[config.mk]
export PLATFORM = sky130hd
export DESIGN_NAME = sar_host
export DESIGN_NICKNAME = d
export VERILOG_FILES = /design/src/include/sar_pkg.sv /design/src/rtl/sar_host.sv
export SDC_FILE = /design/constraint.sdc
export NUM_CORES = 1
export LEC_CHECK = 0
export ABC_AREA = 1
export BUFFER_PORTS_ARGS = -buffer_cell sky130_fd_sc_hd__buf_2
export CAP_MARGIN = 20
export CORE_MARGIN = 2
export CORE_UTILIZATION = 40
export CTS_CLUSTER_SIZE = 16
export DETAILED_ROUTE_END_ITERATION = 10
export GPL_TIMING_DRIVEN = 0
export PLACE_DENSITY = 0.59
export SLEW_MARGIN = 15
export SYNTH_ARGS = -nofsm -noshare
export SYNTH_HDL_FRONTEND = slang
export SYNTH_SLANG_ARGS = --single-unit
[constraint.sdc]
create_clock -name clock -period 1.4 [get_ports clock]
set_input_delay 0 -clock clock [delete_from_list [all_inputs] [get_ports clock]]
set_output_delay 0 -clock clock [all_outputs]
set_load 0.05 [all_outputs]
[src/include/sar_pkg.sv]
package sar_pkg;
    // Period of the host logic clock in picoseconds.
    localparam int CLK_PERIOD_PS = 50000;
    // Least quiet time of the shift clock after the strobe falls, in ps.
    localparam int QUIET_PS      = 9500;
    // Least delay from the last shift clock activity to the strobe rising, in ps.
    localparam int RISE_GAP_PS   = 19100;
    // Least shift clock period, in ps.
    localparam int SCK_PERIOD_PS = 9400;
    // Derived cycle counts; least times round up and none falls below one.
    localparam int QUIET_CYC_RAW = (QUIET_PS + CLK_PERIOD_PS - 1) / CLK_PERIOD_PS;
    localparam int QUIET_CYC     = (QUIET_CYC_RAW < 1) ? 1 : QUIET_CYC_RAW;
    localparam int GAP_CYC_RAW   = (RISE_GAP_PS + CLK_PERIOD_PS - 1) / CLK_PERIOD_PS;
    localparam int GAP_CYC       = (GAP_CYC_RAW < 1) ? 1 : GAP_CYC_RAW;
    localparam int HALF_CYC_RAW  = (SCK_PERIOD_PS / 2 + CLK_PERIOD_PS - 1) / CLK_PERIOD_PS;
    localparam int HALF_CYC      = (HALF_CYC_RAW < 1) ? 1 : HALF_CYC_RAW;
    // Depth of the host's data pin synchroniser.
    localparam int SYNC_STAGES   = 3;
    // A level shown on the data pin is usable one edge after it clears the
    // synchroniser, so the quiet time and the low phase last at least its depth.
    localparam int SETTLE_CYC    = SYNC_STAGES;
    localparam int QUIET_HOLD    = (QUIET_CYC < SETTLE_CYC) ? SETTLE_CYC : QUIET_CYC;
    localparam int LOW_HOLD      = (HALF_CYC < SETTLE_CYC) ? SETTLE_CYC : HALF_CYC;
    // Result word width.
    localparam int WORD_BITS     = 16;
    // Width of the small timing counter.
    localparam int CNT_W         = 8;
    // Signalling modes selected by the mode pin.
    localparam logic [1:0] MODE_CMOS   = 2'h0;
    localparam logic [1:0] MODE_LVDS   = 2'h1;
    localparam logic [1:0] MODE_LPLVDS = 2'h2;
    // Host sequencer states.
    typedef enum logic [2:0] {
        SAR_IDLE  = 3'b000,
        SAR_QUIET = 3'b001,
        SAR_HIGH  = 3'b010,
        SAR_LOW   = 3'b011,
        SAR_GAP   = 3'b100
    } sar_state_t;
endpackage : sar_pkg

[src/rtl/sar_host.sv]
// Overview of operation
// Strobe high keeps the device sampling.
// Strobe falling edge starts conversion and readout.
// Device shifts result MSB first on falling edges.
// Keep shift clock quiet 9.5 ns after fall.
// Wait 19.1 ns after clocking before strobe rises.
// Device releases data line within 5 ns.
// First bit valid within 5 ns after fall.
// Shift clock period at least 9.4 ns.
// Mode pin selects CMOS, LVDS or low-power LVDS.
// Strobe behaves the same in every mode.
// CMOS mode uses only the positive pins.
// LVDS modes use differential clock and data.
// Shifted word is the previous conversion result.
// Result words are two's complement.
// Conversion steps advance with shift clock pulses.
// Strobe low, sixteen falling edges, then strobe high.
`timescale 1ns/100ps
`default_nettype none
module sar_host
    import sar_pkg::*;
#(
    parameter int WORD_W = sar_pkg::WORD_BITS
) (
    // Clock and reset.
    input  wire logic                  clock,
    input  wire logic                  resetn,
    // Request and result.
    input  wire logic                  start,
    input  wire logic [1:0]            io_mode,
    output logic                       busy,
    output logic                       result_valid,
    output logic signed [WORD_W-1:0]   result,
    // Device pins.
    output logic                       convert_strobe_n,
    output logic                       shift_clk_pos,
    output logic                       shift_clk_neg,
    input  wire logic                  serial_out_pos,
    input  wire logic                  serial_out_neg
);
    import sar_pkg::*;

    // Sequencer, timing and capture registers.
    sar_state_t              state_reg, state_next;  // Sequencer state.
    logic [CNT_W-1:0]        cnt_reg;                // Timing counter.
    logic [4:0]              bits_reg;               // Falling edges issued.
    logic [WORD_W-1:0]       shift_reg;              // Capture register.
    logic                    strobe_reg;             // Strobe pin drive.
    logic                    sck_reg;                // Shift clock drive.
    logic                    valid_reg;              // Result pulse.
    logic [2:0]              din_sync;               // Data pin synchroniser.
    logic                    data_hold_reg;          // Last settled data level.

    // Timing counter expiry and the falling edge of the shift clock.
    wire cnt_done  = (cnt_reg == '0);
    wire fall_now  = (state_reg == SAR_HIGH) && cnt_done;
    wire last_bit  = (bits_reg == 5'(WORD_W - 1));
    // In LVDS modes the pair is resolved as positive over negative; CMOS uses only positive.
    wire data_pin  = (io_mode == MODE_CMOS) ? serial_out_pos
                                            : (serial_out_pos & ~serial_out_neg); // see R11
    // The third stage is only trusted once the second agrees with it; while they
    // differ the pin is mid-change and the last settled level is used instead.
    wire data_agree = (din_sync[1] == din_sync[2]);
    wire data_bit   = data_agree ? din_sync[2] : data_hold_reg;
    // Every bit of the word has been clocked once the count reaches the width;
    // testing for the last bit here instead would end the read one falling edge short.
    wire all_sent   = (bits_reg == 5'(WORD_W));

    // Next-state decode of the read sequence.
    // A start is only looked at while idle; one that arrives during a read is
    // dropped with no indication, so a caller must wait for busy to fall.
    always_comb begin
        state_next = state_reg;
        case (state_reg)
            SAR_IDLE:  if (start) state_next = SAR_QUIET;
            SAR_QUIET: if (cnt_done) state_next = SAR_HIGH;
            SAR_HIGH:  if (cnt_done) state_next = SAR_LOW;
            SAR_LOW:   if (cnt_done) state_next = all_sent ? SAR_GAP : SAR_HIGH;
            SAR_GAP:   if (cnt_done) state_next = SAR_IDLE;
            default:   state_next = SAR_IDLE;
        endcase
    end

    // Sequencer and counter; every stage waits at least its least time.
    // The quiet time and the low phase are held for at least as many cycles as
    // the data synchroniser is deep. A bit that the device shows after an edge
    // is then settled in the third stage before the next falling edge samples
    // it, at the price of a slower shift clock than the pins would allow.
    always_ff @(posedge clock) begin
        if (!resetn) begin
            state_reg <= SAR_IDLE;
            cnt_reg   <= '0;
        end else begin
            state_reg <= state_next;
            if (state_next != state_reg || (state_reg != SAR_IDLE && cnt_done)) begin
                case (state_next)
                    SAR_QUIET: cnt_reg <= CNT_W'(QUIET_HOLD - 1);
                    // The low phase is stretched so that the next bit has settled.
                    SAR_LOW:   cnt_reg <= CNT_W'(LOW_HOLD - 1);
                    SAR_GAP:   cnt_reg <= CNT_W'(GAP_CYC - 1);
                    default:   cnt_reg <= CNT_W'(HALF_CYC - 1);
                endcase
            end else if (!cnt_done) begin
                cnt_reg <= cnt_reg - CNT_W'(1);
            end
        end
    end

    // Pin drive: strobe low for the whole read, clock high then low per bit.
    // Strobe and positive clock are registered and change only on the clock edge; the negative clock leg also follows the mode pin.
    always_ff @(posedge clock) begin
        if (!resetn) begin
            strobe_reg <= 1'b1;
            sck_reg    <= 1'b0;
        end else begin
            strobe_reg <= (state_next == SAR_IDLE);                    // see R2
            sck_reg    <= (state_next == SAR_HIGH);
        end
    end

    // The data pin is asynchronous to this clock, so it passes three stages.
    // The settled level is kept alongside, so a pin caught between levels
    // never reaches the capture register.
    always_ff @(posedge clock) begin
        if (!resetn) begin
            din_sync      <= 3'h0;
            data_hold_reg <= 1'b0;
        end else begin
            din_sync      <= {din_sync[1:0], data_pin};
            data_hold_reg <= data_bit;
        end
    end

    // Bits are taken at each falling edge, MSB first; the bit sampled there
    // was set up by the previous edge or by the strobe fall.
    // The bit count is cleared while idle, so no stale count reaches the next read.
    always_ff @(posedge clock) begin
        if (!resetn) begin
            bits_reg  <= 5'h0;
            shift_reg <= '0;
            valid_reg <= 1'b0;
            result    <= '0;
        end else begin
            valid_reg <= 1'b0;
            if (state_reg == SAR_IDLE) begin
                bits_reg <= 5'h0;
            end
            if (fall_now) begin
                shift_reg <= {shift_reg[WORD_W-2:0], data_bit};
                bits_reg  <= bits_reg + 5'h1;
                if (last_bit) begin
                    // The word belongs to the previous conversion.
                    result    <= $signed({shift_reg[WORD_W-2:0], data_bit}); // see R13
                    valid_reg <= 1'b1;
                end
            end
        end
    end

    assign convert_strobe_n = strobe_reg;
    assign shift_clk_pos    = sck_reg;
    // The negative clock leg is only meaningful in LVDS modes; held low in CMOS.
    assign shift_clk_neg    = (io_mode == MODE_CMOS) ? 1'b0 : ~sck_reg; // see R9
    // Busy is decoded from the state, so a caller sees it drop in the idle cycle.
    assign busy             = (state_reg != SAR_IDLE);
    assign result_valid     = valid_reg;

    // Checks on the pins that this block drives and on its bit count; each ties to a host-side rule.
    // Strobe must stay low throughout clocking.
    AST_STROBE_LOW_WHILE_CLOCKING: assert property (@(posedge clock) disable iff (!resetn)
        shift_clk_pos |-> !convert_strobe_n) else $error("clock while strobe high");
    // Shift clock stays quiet just after the strobe falls.
    AST_QUIET_AFTER_FALL: assert property (@(posedge clock) disable iff (!resetn)
        $fell(convert_strobe_n) |-> !shift_clk_pos) else $error("clock too soon");
    // Strobe does not rise right after a clock pulse.
    AST_GAP_BEFORE_RISE: assert property (@(posedge clock) disable iff (!resetn)
        $rose(convert_strobe_n) |-> !$past(shift_clk_pos)) else $error("rise too soon");
    // Clock high lasts at least one cycle and ends within bounds.
    AST_SCK_HIGH_BOUNDED: assert property (@(posedge clock) disable iff (!resetn)
        $rose(shift_clk_pos) |-> ##[1:4] !shift_clk_pos) else $error("clock high stuck");
    // A read completes with a result pulse within bounded time.
    AST_READ_COMPLETES: assert property (@(posedge clock) disable iff (!resetn)
        $fell(convert_strobe_n) |-> ##[32:80] result_valid) else $error("no result");
    // Result pulse comes only while the strobe is still low.
    AST_VALID_IN_READ: assert property (@(posedge clock) disable iff (!resetn)
        result_valid |-> !convert_strobe_n) else $error("result outside read");
    // Negative clock leg is idle in CMOS mode.
    AST_CMOS_NEG_IDLE: assert property (@(posedge clock) disable iff (!resetn)
        (io_mode == MODE_CMOS) |-> !shift_clk_neg) else $error("neg leg active");
    // Strobe is high whenever the sequencer has been idle for two cycles running.
    AST_IDLE_SAMPLING: assert property (@(posedge clock) disable iff (!resetn)
        (!busy && !$past(busy)) |-> convert_strobe_n) else $error("strobe low idle");
    // No clock pulse is issued while waiting before the strobe rises.
    AST_GAP_NO_CLOCK: assert property (@(posedge clock) disable iff (!resetn)
        (state_reg == SAR_GAP) |-> !shift_clk_pos) else $error("clock during gap");
    // After each falling edge the clock stays low while the next bit settles.
    AST_LOW_STRETCHED: assert property (@(posedge clock) disable iff (!resetn)
        $fell(shift_clk_pos) |-> !shift_clk_pos [*3]) else $error("low phase short");
    // After the strobe falls the clock stays quiet until the first bit settles.
    AST_FIRST_FALL_SETTLED: assert property (@(posedge clock) disable iff (!resetn)
        $fell(convert_strobe_n) |-> !shift_clk_pos [*3]) else $error("first edge early");
    // A word is handed up only once all of its bits have been clocked.
    AST_VALID_AT_LAST_BIT: assert property (@(posedge clock) disable iff (!resetn)
        result_valid |-> (bits_reg == 5'(WORD_W))) else $error("word handed up early");
    // The count of falling edges never passes the word width.
    AST_BIT_COUNT_BOUNDED: assert property (@(posedge clock) disable iff (!resetn)
        bits_reg <= 5'(WORD_W)) else $error("too many edges");
    // A start during a read does not disturb the strobe.
    AST_START_IGNORED_BUSY: assert property (@(posedge clock) disable iff (!resetn)
        (busy && start && state_reg != SAR_GAP) |=> !convert_strobe_n) else $error("start taken");
    // Every read ends and busy falls within a bounded time.
    AST_BUSY_BOUNDED: assert property (@(posedge clock) disable iff (!resetn)
        $rose(busy) |-> ##[1:100] !busy) else $error("read never ends");
endmodule : sar_host
`default_nettype wire

==> flow_summary.json <==
{
  "crit_fanout": 7,
  "cts-root-buf": "clkbuf_8",
  "antenna_found_initial": 0,
  "hold_viol": 0,
  "avgViaCountPerCell": 4.69,
  "max_freq_mhz": 673,
  "clock_skew_ns": 0.00870,
  "start_kind": "flip-flop",
  "maxSlewHeadroom_pct": 62.8,
  "power-per-cell-area_nw_per_um2": 1930,
  "vdd_drop_max_mv": 1.04,
  "design_area_um2": 2820,
  "drt_wl_total_um": 4580,
  "violations": "setup timing",
  "place.gp.congestion": 0.788,
  "die_w_um": 78.7,
  "top_usage_layer": "met2",
  "maxSlewViolCount": 0,
  "yosysWarnings": 0,
  "ys_seq_elements": 54,
  "dr.pass1.iters": 4,
  "vias": 1872,
  "grt_max_degree": 20,
  "fin_ws_ns": -0.0857,
  "period_needed_ns": 1.49,
  "htree_levels": 2,
  "status": "complete, but fails checks",
  "grt_overflow": 0,
  "period_share_pct": 106,
  "p_leak_nw": 1.24,
  "largest_register_ff_count": 16,
  "maxCapViolCount": 0,
  "required_ns": 1.58,
  "setup_tns_ns": -1.36,
  "die-area_um2": 6200,
  "cts_buffer_depth": 2,
  "area_growth_pct": 26.0,
  "cts.sinks": 54,
  "hold_path.class": "primary input to flip-flop",
  "clk_latency_ns": 0.31,
  "ys_seq_area_share_pct": 48.4,
  "syn_area_um2": 2230,
  "drt-initial-drc-count": 98,
  "grt_pass1_vias": 1724,
  "instances_no_fill": 399,
  "nNetsFinal": 337,
  "use_met2_pct": 25.2,
  "worstPathArrival_ns": 1.67,
  "drive_gt1_share_pct": 32.4,
  "core_area_um2": 5440,
  "setup_viol": 37,
  "netlist-cell-type-count": 33,
  "grt_use_met3_pct": 2.50,
  "die_h_um": 78.7,
  "grt_pass1_wl_um": 7820,
  "endpoint_kind": "flip-flop",
  "numCtsBuffers": 5,
  "clk_pin_slew_ns": 0.10,
  "postRouteAntennaNets": 0,
  "postSynthAreaPerCell_um2": 7.95,
  "pre_cts_slack_ns": -0.217,
  "n_antenna_cell": 0,
  "wl_per_cell_um": 11.5,
  "placedCellCount": 380,
  "cts_tree": "built",
  "max_slew.worst_pin.slew_ns": 0.558,
  "finalCoreUtilization_pct": 51.8,
  "placed_cell_area_um2": 2470,
  "rows": 27,
  "grt_usage_pct": 16.0,
  "rsz0062_at_grt": "yes",
  "ios": 28,
  "start_util_pct": 41.1,
  "portBuffers": 27,
  "grtUsageMet1_pct": 21.8,
  "syn_nets": 292,
  "syn_inst": 281,
  "remaining_drc_errors": 0,
  "dp_hpwl_um": 3120,
  "critPathKind": "flip-flop to flip-flop"
}
-- logic make-up (layout without fill, tap and decap cells) --
kind of cell,after synthesis,after routing,synth area share [%]
fa+ha+maj,5,5,2.69
simple gates,145,145,30.5
flops,54,54,48.4
xor+xnor,7,7,2.74
compound gates,35,35,8.68
buf+inv,35,81,7.05
-- worst max-delay path, stage by stage, from the launching register on --
cell	delay (ns)
dfxtp_2	0.34
inv_2	0.07
ha_4	0.15
nand2_4	0.05
nor2_4	0.17
buf_6	0.16
nand3_2	0.09
nand2_2	0.10
nor2_4	0.06
nand2_4	0.13
nor3_2	0.05
-- cell type report --
| type | instances | area [um^2] |
|---|---|---|
| fillers | 528 | 2620 |
| multi-input cells | 192 | 1120 |
| flip-flops and latches | 54 | 1090 |
| repair buffers | 39 | 250 |
| inverters | 24 | 100 |
| well taps | 72 | 90.1 |
| clock buffers | 5 | 68.8 |
| plain buffers | 10 | 67.6 |
| clock inverters | 3 | 26.3 |
-- path summary, 6_finish.rpt --
| check | from | depth (start not counted) | endpoint | slack [ns] |
|---|---|---|---|---|
| max | cnt_reg[0]$_SDFFE_PN0P_ | 10 | cnt_reg[6]$_SDFFE_PN0P_ | -0.09 |
| min | resetn | 3 | result[0]$_SDFFE_PN0P_ | 0.02 |
| max reg2reg | cnt_reg[0]$_SDFFE_PN0P_ | 10 | cnt_reg[6]$_SDFFE_PN0P_ | -0.09 |
| min reg2reg | din_sync[0]$_SDFF_PN0_ | 2 | din_sync[1]$_SDFF_PN0_ | 0.43 |
-- synthesized netlist by cell type (all sizes together) --
cell,number,area (um^2)
o22ai,1,6.26
xnor2,2,17.5
inv,22,82.6
buf,6,46.3
nand3,23,120
nor3,12,105
nand2,54,220
o21bai,3,30.0
xor2,5,43.8
maj3,1,10.0
o21ai,22,110
ha,4,50.1
or2,3,21.3
a21boi,1,7.51
dfxtp,54,1080
a21oi,8,40.0
nor2,53,214
clkbuf,5,18.8
clkinv,2,10.0
-- cells in the final DEF, fill, tap and decap left out, drive strengths merged --
master	instances
a21boi	1
a21oi	8
buf	42
clkbuf	11
clkinv	3
dfxtp	54
dlygate4sd3	1
ha	4
inv	24
maj3	1
nand2	54
nand3	23
nor2	53
nor3	12
o21ai	22
o21bai	3
o22ai	1
or2	3
xnor2	2
xor2	5
-- timing repair --
item | 4_1_cts | 5_1_grt
setup endpoints to repair | 49 | 49
pin swaps | 14 | 11
hold buffers | 1 | 0
buffers inserted | 6 | 3
gates cloned | 2 | 0
resized for setup | 33 | 20
endpoints found under the hold margin | 1 | 0
-- through the flow --
step	power [mW]	hold WS [ns]
detailed placement	3.95	0.283
floorplan	3.60	0.136
finish	5.44	0.0214
global route	5.81	0.0261
global placement	3.91	0.271
CTS	5.27	0.0118
-- layer usage --
layer / wire [um] / up-vias
met5: 0 / -
met4: 31 / 0
met3: 109 / 2
met2: 2120 / 16
met1: 2320 / 865
li1: - / 989
-- report_power, final --
| group | switching (mW) | internal [mW] | total (mW) |
|---|---|---|---|
| Sequential | 0.178 | 1.77 | 1.95 |
| Combinational | 1.54 | 1.01 | 2.55 |
| Clock | 0.566 | 0.370 | 0.936 |
Note: power is estimated with default switching activity, not from simulation.
